`src/design/gpio_d_pkg.sv`:
```
// Constants for the eight-bit port D block with parallel slave takeover.
// Assumes a plain register port and one 40 MHz core clock.
package gpio_d_pkg;
  localparam int          PORT_W         = 8;
  localparam int          ADDR_W         = 4;
  localparam logic [3:0]  ADDR_PINS      = 4'h0;
  localparam logic [3:0]  ADDR_LATCH     = 4'h1;
  localparam logic [3:0]  ADDR_DIR       = 4'h2;
  localparam logic [3:0]  ADDR_PE_DIR    = 4'h3;
  localparam logic [3:0]  ADDR_PWM_MODE  = 4'h4;
  localparam logic [7:0]  RST_LATCH      = 8'h00;
  localparam logic [7:0]  RST_DIR        = 8'hff;
  localparam logic [7:0]  RST_PE_DIR     = 8'h07;
  localparam logic [7:0]  RST_IO         = 8'h00;
  localparam logic [7:0]  PE_DIR_WMASK   = 8'h17;
  localparam int          PSP_EN_BIT     = 4;
  localparam int          PWM_B_BIT      = 5;
  localparam int          PWM_C_BIT      = 6;
  localparam int          PWM_D_BIT      = 7;
  localparam logic [1:0]  PWM_SINGLE     = 2'h0;
  localparam logic [1:0]  RST_PWM_MODE   = 2'h0;
  typedef enum logic [2:0] {
    PS_IDLE  = 3'b001,
    PS_READ  = 3'b010,
    PS_WRITE = 3'b100
  } slave_state_t;
endpackage : gpio_d_pkg

```
`src/design/gpio_d_if.sv`:
```
// Carries steering signals from the top to the mux leaf and pin results back.
// Assumes one driver per signal: the leaf drives outputs of its modport.
`timescale 1ns/1ps
`default_nettype none
interface gpio_d_if;
  logic [7:0] latch;
  logic [7:0] dir;
  logic       slave_read;
  logic       slave_write;
  logic [2:0] pwm_en;
  logic [2:0] pwm_val;
  logic [7:0] pin_out;
  logic [7:0] pin_oe;
  modport core (output latch, dir, slave_read, slave_write, pwm_en,
                pwm_val, input pin_out, pin_oe);
  modport mux  (input latch, dir, slave_read, slave_write, pwm_en,
                pwm_val, output pin_out, pin_oe);
endinterface : gpio_d_if
`default_nettype wire

```
`src/design/gpio_d_mux.sv`:
```
// Combinational per-pin source and direction selection.
// Assumes the top registers its outputs after this mux.
`timescale 1ns/1ps
`default_nettype none
module gpio_d_mux (
  gpio_d_if.mux m
);
  wire [7:0] pwm_en8  = {m.pwm_en, 5'h00};
  wire [7:0] pwm_val8 = {m.pwm_val, 5'h00};
  wire [7:0] port_oe  = ~m.dir;
  wire [7:0] slave_oe = m.slave_write ? 8'h00 :
                        (m.slave_read ? 8'hff : port_oe);
  // PWM wins over both port and slave data
  assign m.pin_oe  = slave_oe | pwm_en8;
  assign m.pin_out = (pwm_en8 & pwm_val8) | (~pwm_en8 & m.latch);
endmodule : gpio_d_mux
`default_nettype wire

```
`src/design/gpio_d_port.sv`:
```
// Port D top: registers, slave takeover and PWM override of the pins.
// Assumes synchronous pin inputs and strobes, one clock, async reset.
//
// The strobed register port and the register addresses were left to the implementer.
`timescale 1ns/1ps
`default_nettype none
// How it works
// - Eight pins, each with its own direction
// - Direction one disables the pin driver
// - Direction zero drives latch bit out
// - Latch register reads back latched values
// - Reset makes every pin an input
// - Slave enable turns port into slave bus
// - Dual or quad PWM disables slave
// - Slave read drives latch regardless direction
// - Slave write makes all non-PWM pins inputs
// - Three pins carry PWM channels B-D
// - PWM on bits 5-7 overrides all
// - Port E direction bit 4 holds slave control
module gpio_d_port (
  input  wire logic       REF_CLK,
  input  wire logic       SYS_RST,
  input  wire logic [3:0] ADDR,
  input  wire logic [7:0] WDATA,
  input  wire logic       WR,
  input  wire logic       RD,
  output logic      [7:0] RDATA,
  input  wire logic [7:0] PIN_IN,
  output logic      [7:0] PIN_OUT,
  output logic      [7:0] PIN_OE,
  input  wire logic       SLAVE_RD_N,
  input  wire logic       SLAVE_WR_N,
  input  wire logic       SLAVE_CS_N,
  input  wire logic [2:0] PWM_EN,
  input  wire logic [2:0] PWM_VAL,
  output logic            SLAVE_ACTIVE
);
  logic [7:0] latch_ff;
  logic [7:0] dir_ff;
  logic [7:0] pe_dir_ff;
  logic [1:0] pwm_mode_ff;
  logic [7:0] pins_ff;
  gpio_d_pkg::slave_state_t state_ff;
  gpio_d_pkg::slave_state_t nxt_state;
  gpio_d_if pif ();

  // One address compare shared by write decode and read select
  function automatic logic addr_hit(input logic [3:0] a,
                                    input logic [3:0] want);
    return a == want;
  endfunction : addr_hit

  wire sel_pins  = addr_hit(ADDR, gpio_d_pkg::ADDR_PINS);
  wire sel_latch = addr_hit(ADDR, gpio_d_pkg::ADDR_LATCH);
  wire sel_dir   = addr_hit(ADDR, gpio_d_pkg::ADDR_DIR);
  wire sel_pe    = addr_hit(ADDR, gpio_d_pkg::ADDR_PE_DIR);
  wire sel_mode  = addr_hit(ADDR, gpio_d_pkg::ADDR_PWM_MODE);

  wire wr_pins  = WR && sel_pins;
  wire wr_latch = WR && sel_latch;
  wire wr_dir   = WR && sel_dir;
  wire wr_pe    = WR && sel_pe;
  wire wr_mode  = WR && sel_mode;

  // Multi-output PWM steals the slave port outright
  wire pwm_multi  = (pwm_mode_ff != gpio_d_pkg::PWM_SINGLE);
  wire slave_on   = pe_dir_ff[gpio_d_pkg::PSP_EN_BIT] && !pwm_multi;
  wire slave_sel  = slave_on && !SLAVE_CS_N;
  wire slave_rd   = slave_sel && !SLAVE_RD_N;
  wire slave_wr   = slave_sel && !SLAVE_WR_N && SLAVE_RD_N;

  always_comb begin
    unique case (state_ff)
      gpio_d_pkg::PS_IDLE:  nxt_state = slave_rd ? gpio_d_pkg::PS_READ :
                            (slave_wr ? gpio_d_pkg::PS_WRITE :
                             gpio_d_pkg::PS_IDLE);
      gpio_d_pkg::PS_READ:  nxt_state = slave_rd ? gpio_d_pkg::PS_READ :
                                        gpio_d_pkg::PS_IDLE;
      gpio_d_pkg::PS_WRITE: nxt_state = slave_wr ? gpio_d_pkg::PS_WRITE :
                                        gpio_d_pkg::PS_IDLE;
      default:              nxt_state = gpio_d_pkg::PS_IDLE;
    endcase
  end

  assign pif.latch       = latch_ff;
  assign pif.dir         = dir_ff;
  assign pif.slave_read  = (state_ff == gpio_d_pkg::PS_READ);
  assign pif.slave_write = (state_ff == gpio_d_pkg::PS_WRITE);
  assign pif.pwm_en      = PWM_EN;
  assign pif.pwm_val     = PWM_VAL;

  gpio_d_mux u_mux (
    .m (pif.mux)
  );

  // Slave write data lands in the pin sample like an ordinary input
  wire [7:0] rd_mux =
    sel_pins  ? pins_ff :
    sel_latch ? latch_ff :
    sel_dir   ? dir_ff :
    sel_pe    ? pe_dir_ff :
    sel_mode  ? {6'h00, pwm_mode_ff} : 8'h00;

  always_ff @(posedge REF_CLK or posedge SYS_RST) begin
    if (SYS_RST) begin
      latch_ff    <= gpio_d_pkg::RST_LATCH;
      dir_ff      <= gpio_d_pkg::RST_DIR;
      pe_dir_ff   <= gpio_d_pkg::RST_PE_DIR;
      pwm_mode_ff <= gpio_d_pkg::RST_PWM_MODE;
    end else begin
      if (wr_pins || wr_latch) latch_ff <= WDATA;
      if (wr_dir) dir_ff <= WDATA;
      if (wr_pe) pe_dir_ff <= WDATA & gpio_d_pkg::PE_DIR_WMASK;
      if (wr_mode) pwm_mode_ff <= WDATA[1:0];
    end
  end

  always_ff @(posedge REF_CLK or posedge SYS_RST) begin
    if (SYS_RST) begin
      state_ff     <= gpio_d_pkg::PS_IDLE;
      pins_ff      <= gpio_d_pkg::RST_IO;
      RDATA        <= gpio_d_pkg::RST_IO;
      PIN_OUT      <= gpio_d_pkg::RST_IO;
      PIN_OE       <= gpio_d_pkg::RST_IO;
      SLAVE_ACTIVE <= 1'b0;
    end else begin
      state_ff     <= nxt_state;
      pins_ff      <= PIN_IN;
      RDATA        <= RD ? rd_mux : 8'h00;
      PIN_OUT      <= pif.pin_out;
      PIN_OE       <= pif.pin_oe;
      SLAVE_ACTIVE <= slave_on;
    end
  end
endmodule : gpio_d_port
`default_nettype wire

```
`config.mk`:
```
export PLATFORM = sky130hd
export DESIGN_NAME = gpio_d_port
export DESIGN_NICKNAME = d
export VERILOG_FILES = /design/src/design/gpio_d_pkg.sv /design/src/design/gpio_d_if.sv /design/src/design/gpio_d_mux.sv /design/src/design/gpio_d_port.sv
export SDC_FILE = /design/constraint.sdc
export NUM_CORES = 1
export LEC_CHECK = 0
export BUFFER_PORTS_ARGS = -buffer_cell sky130_fd_sc_hd__buf_2
export CAP_MARGIN = 20
export CELL_PAD_IN_SITES_DETAIL_PLACEMENT = 0
export CELL_PAD_IN_SITES_GLOBAL_PLACEMENT = 2
export CORE_UTILIZATION = 35
export DETAILED_ROUTE_END_ITERATION = 10
export PLACE_DENSITY = 0.87
export SLEW_MARGIN = 25
export SYNTH_ARGS = -nofsm -noshare
export SYNTH_HDL_FRONTEND = slang
export SYNTH_HIERARCHICAL = 1
export SYNTH_SLANG_ARGS = --single-unit
```
`constraint.sdc`:
```
create_clock -name REF_CLK -period 1.92 [get_ports REF_CLK]
set_input_delay 0.096 -clock REF_CLK [delete_from_list [all_inputs] [get_ports REF_CLK]]
set_output_delay 0.096 -clock REF_CLK [all_outputs]
set_load 0.02 [all_outputs]
```
# After elaboration in Yosys (flattened, before gate mapping)
# Index checks and enable logic that the tools add are counted.
dict set report word_totals {
  register_bits 58
  in_bits 33
  output_inout_bits 25
}
dict set report op_classes {
  n_eq_ne 7
  n_mux 12
  n_bitwise 6
  n_reduce_logical 17
}
# op n
set ops {}
lappend ops {{$mux W8} 6}
lappend ops {{$and A8 B8 Y8} 2}
lappend ops {{$not A8 Y8} 2}
lappend ops {{$or A8 B8 Y8} 2}
lappend ops {{$logic_and A1 B1 Y1} 10}
lappend ops {{$pmux W3 S3} 1}
lappend ops {{$eq A4 B2 Y1 const B} 2}
lappend ops {{$mux W3} 2}
lappend ops {{$mux W5} 1}
lappend ops {{$eq A4 B1 Y1 const B} 1}
lappend ops {{$eq A4 B3 Y1 const B} 1}
lappend ops {{$logic_not A1 Y1} 4}
lappend ops {{$logic_not A4 Y1} 1}
lappend ops {{$mux W2} 2}
lappend ops {{$eq A3 B1 Y1 const B} 1}
lappend ops {{$eq A3 B2 Y1 const B} 1}
lappend ops {{$eq A3 B3 Y1 const B} 1}
lappend ops {{$reduce_bool A2 Y1} 1}
lappend ops {{$logic_or A1 B1 Y1} 1}

# Logic depth before layout (Yosys ltp)
dict set report logic_depth {
  ltp_word 9
  mapped_depth 6
}

# Cells and area by module
# Netlist, hierarchy kept.
# mod instances cells_per_inst area_per_inst_um2 seq_area_each_um2
set by_module_without_submodules {}
lappend by_module_without_submodules {gpio_d_port 1 152 2217.1 1466.4}
lappend by_module_without_submodules {gpio_d_mux 1 21 161.4 0.0}

# Least setup slack after synthesis
# No wires, ideal clock.
dict set report synth_timing {
  path_type {register to register}
  start {register state_ff[1]}
  end {register state_ff[0]}
  setup_time_ps 80
  arrival_ps 1060
  setup_slack_ps 780
  stages_incl_launch_ff 4
  period_less_slack_ps 1140
  path_cell_list {dfrtp_1 or3b_2 o22ai_1 nand2b_1}
}
dict set report synth_between {
  elab_chain_cells 2
}
# element line_no
set synth_rtl {}
lappend synth_rtl {{start, declared} gpio_d_port.sv:43} ;# gpio_d_pkg::slave_state_t state_ff;
lappend synth_rtl {{start signal, assigned} gpio_d_port.sv:120} ;# state_ff <= gpio_d_pkg::PS_IDLE;
lappend synth_rtl {{start signal, assigned} gpio_d_port.sv:127} ;# state_ff <= nxt_state;
lappend synth_rtl {{$eq A3 B3 Y1, or another cell as far along} gpio_d_port.sv:73} ;# unique case (state_ff)
lappend synth_rtl {{$pmux W3 S3 (*)} gpio_d_port.sv:73}
lappend synth_rtl {{net nxt_state[0]} gpio_d_port.sv:44} ;# gpio_d_pkg::slave_state_t nxt_state;
# Mark *: on every way through the listed nets, which the timed path passes. The rest lies on a longest branch.
# A chain may end at the register's enable or synchronous reset.

# Worst setup path after layout
dict set report layout_timing {
  start {register state_ff[0]}
  end {register PIN_OE[6]}
}
# element line_no
set layout_rtl {}
lappend layout_rtl {{$eq A3 B3 Y1} gpio_d_port.sv:88} ;# assign pif.slave_write = (state_ff == gpio_d_pkg::PS_WRITE);
lappend layout_rtl {{net pif.slave_write} gpio_d_if.sv:9} ;# logic slave_write;
lappend layout_rtl {{$mux W8} gpio_d_mux.sv:11} ;# wire [7:0] slave_oe = m.slave_write ? 8'h00 :
lappend layout_rtl {{$or A8 B8 Y8} gpio_d_mux.sv:14} ;# assign m.pin_oe = slave_oe | pwm_en8;
lappend layout_rtl {{net pif.pin_oe[6]} gpio_d_if.sv:13} ;# logic [7:0] pin_oe;
lappend layout_rtl {{end signal, assigned} gpio_d_port.sv:124} ;# PIN_OE <= gpio_d_pkg::RST_IO;
lappend layout_rtl {{end signal, assigned} gpio_d_port.sv:131} ;# PIN_OE <= pif.pin_oe;
lappend layout_rtl {{end, declared} gpio_d_port.sv:30} ;# output logic [7:0] PIN_OE,
# The timed path passes the listed nets, and every way through them passes these cells.

==> metrics.yaml <==
cells_and_area:
  drive_gt1_frac: 0.492
  syn_to_final_growth_pct: 29.8
  antennaDiodeCount: 0
  fin_area_um2: 3090
  final_cells: 329
  fin_nets: 280
  fillers: 603
sta:
  fmax_mhz: 750
  hold_ws_ns: 0.0170
  period_share: 0.695
  slew-limit-headroom: 0.595
  fin_skew_ns: 0.00561
  setup_tns_ns: 0
  rsz0062_at_grt: "no"
  drv_slew: 0
  min_period_ns: 1.33
  tightest_slew_ns: 0.606
  finalSetupViolCount: 0
  hold_viol_final: 0
critical_path:
  worstRegToRegCells: 3
  critPathArrivalTime_ns: 1.51
  rr_endpoint: "PIN_OE[6]$_DFF_PP0_"
  r2r_start: "state_ff[0]$_DFF_PP1_"
  cp_num_buf_inv: 0
  cp_max_fo: 8
  required_ns: 2.10
  slowest_delay_ns: 0.47
  reg2reg_slack_ns: 0.59
  crit_family: "simple AND/OR/NAND/NOR gates"
  cp_slowest_cell: "nor2_1"
  cp-end-kind: "flop"
  startpoint_type: "flop"
  path_cells: "nand2b_1, nor2_1, o21bai_1"
  critPathKind: "reg2reg"
clocking:
  clockBufferDepth: 2
  cts_buffers: 9
  clock_latency_ns: 0.32
  tritoncts: "done"
  htree_levels: 3
  cts.reportedPaths.clkPinSlew_ns: 0.07
  root_buffer: "clkbuf_8"
  clock-sinks: 58
  cts_resized: 0
hold_path:
  hold_class: "in2reg"
  holdPathEnd: "dir_ff[5]$_DFFE_PP1P_"
  hp-start: "WDATA[5]"
  whs_path_depth: 2
power_and_ir_drop:
  switching_share: 0.248
  p_switching_mw: 0.840
  ir_drop_mv: 0.338
  seq_power_share: 0.463
  leakage_nw: 1.42
  p_clk_frac: 0.381
  comb_power_share: 0.156
  p_int_mw: 2.55
  p_per_area_nw_per_um2: 1100
  p_total_mw: 3.39
synth:
  synthArstFlopShare: 1.00
  ys_ff_latch: 58
  synthCells: 173
  synth.area.top_cells: "dfrtp_1 (48%), dfstp_2 (13%), mux2_2 (10%)"
  yosysWarnings: 6
  synth_ff_type: "dfrtp_1"
  synth_edf_count: 0
  synth_top_cell_area_share: 0.484
  yosysMostFrequentCell: "dfrtp_1"
  yosysUniqueCellTypes: 38
  synth_top_area_cell: "dfrtp_1"
  synth_nets: 206
  seq_area_frac_synth: 0.617
  yosys-top-cells-count: "dfrtp_1 (46), mux2_2 (22), a21oi_1 (13)"
  syn-cell-area_um2: 2380
  avgSynthCellArea_um2: 13.7
grt:
  gr-total-overflow: 0
  antenna_found_initial: 0
  grt_busiest_layer: "met2"
  grtUsageTotal: 0.152
  met3_usage: 0.0551
  grt_pass1_vias: 1655
  grt_pass1_wl_mm: 8.16
  use_met2: 0.249
  grt_max_degree: 31
  grtUsageMet1: 0.192
drt:
  via_per_inst: 4.88
  drtIter0Drc: 52
  vias: 1607
  drc: 4
  routed_wl_mm: 4.90
  avgRoutedWirePerCell_um: 14.9
  dr.pass1.iters: 9
  ant_nets: 0
place:
  io_buffer_count: 57
  dp.cells: 298
  place_congestion: 0.853
  dp_hpwl_mm: 3.53
  placed_area_um2: 2700
floorplan:
  die_w_um: 84.4
  die-area_um2: 7130
  core_area_um2: 6460
  start_util: 0.368
  rows: 29
  boundaryPins: 58
  die_h_um: 84.4
run_status:
  status: "finished with violations"
  violations: "design-rule violations"
job:
  drv_cap: 0
==> routing by layer <==
layer / wire length, µm / vias up
met2: 2380 / 45
met5: 0 / -
met3: 260 / 2
met4: 25 / 0
li1: - / 753
met1: 2230 / 807
==> state kept, by name (all words and copies together), names as in the netlist, 3 cells and up <==
name       cells
RDATA          8
dir_ff         8
PIN_OE         8
latch_ff       8
state_ff       3
pins_ff        8
pe_dir_ff      4
PIN_OUT        8
==> area by class of cell <==
cell class	instances	area (µm²)	area share
Sequential cell	58	1470	0.475
Clock buffer	12	165	0.0535
Inverter	3	11.3	0.00365
Tap cell	77	96.3	0.0312
Clock inverter	4	72.6	0.0235
Timing Repair Buffer	74	463	0.150
Multi-Input combinational cell	101	812	0.263
==> placed cells by master (no fill, tap or decap), types with 4 or more instances in the layout <==
| cell type | synthesis | layout |
|---|---|---|
| dfstp_2 | 12 | 12 |
| dlygate4sd3_1 | 0 | 15 |
| buf_2 | 2 | 57 |
| nand2_1 | 10 | 10 |
| mux2i_1 | 4 | 4 |
| clkbuf_8 | 0 | 12 |
| o221ai_1 | 4 | 4 |
| dfrtp_1 | 46 | 46 |
| a21oi_1 | 13 | 13 |
| mux2_2 | 22 | 22 |
| nand2b_1 | 5 | 5 |
| o21ai_0 | 6 | 6 |
==> worst max-delay path by stage <==
stage	from	to	slack, ns	depth (start not counted)
finish	state_ff[0]$_DFF_PP1_	PIN_OE[6]$_DFF_PP0_	0.59	3
global route	pwm_mode_ff[0]$_DFFE_PP0P_	state_ff[1]$_DFF_PP0_	0.49	3
CTS	state_ff[0]$_DFF_PP1_	PIN_OE[6]$_DFF_PP0_	0.55	3
detailed placement	state_ff[0]$_DFF_PP1_	PIN_OE[6]$_DFF_PP0_	0.57	3
global placement	state_ff[0]$_DFF_PP1_	PIN_OE[6]$_DFF_PP0_	0.61	3
floorplan	SYS_RST	PIN_OE[0]$_DFF_PP0_	0.42	1
==> power by group through the flow <==
stage | clock network, mW | logic, mW | registers [mW]
2_1_floorplan | 0 | 0.279 | 1.66
3_3_place_gp | 0 | 0.500 | 1.59
3_5_place_dp | 0 | 0.511 | 1.59
4_1_cts | 1.32 | 0.537 | 1.57
5_1_grt | 1.38 | 0.577 | 1.59
6_report | 1.29 | 0.530 | 1.57
==> repair_timing <==
item / CTS / global route
hold buffers: 15 / 0
setup endpoints to repair: 0 / 0
endpoints found under the hold margin: 40 / 0
buffers inserted: 0 / 0
==> cells by family after synthesis <==
family                 synth area share
AND/OR/NAND/NOR                   0.106
flip-flops                        0.617
multiplexers                      0.140
XOR/XNOR                        0.00737
AO/OA/AOI/OAI                    0.0878
buffers and inverters            0.0421
==> metrics by stage <==
step,worst slack [ns],utilization
after CTS,0.555,0.478
after global routing,0.486,0.478
after detailed placement,0.570,0.418
after floorplan,0.416,-
after global placement,0.612,0.418
final,0.586,0.478
(Power assumes the default switching activity.)
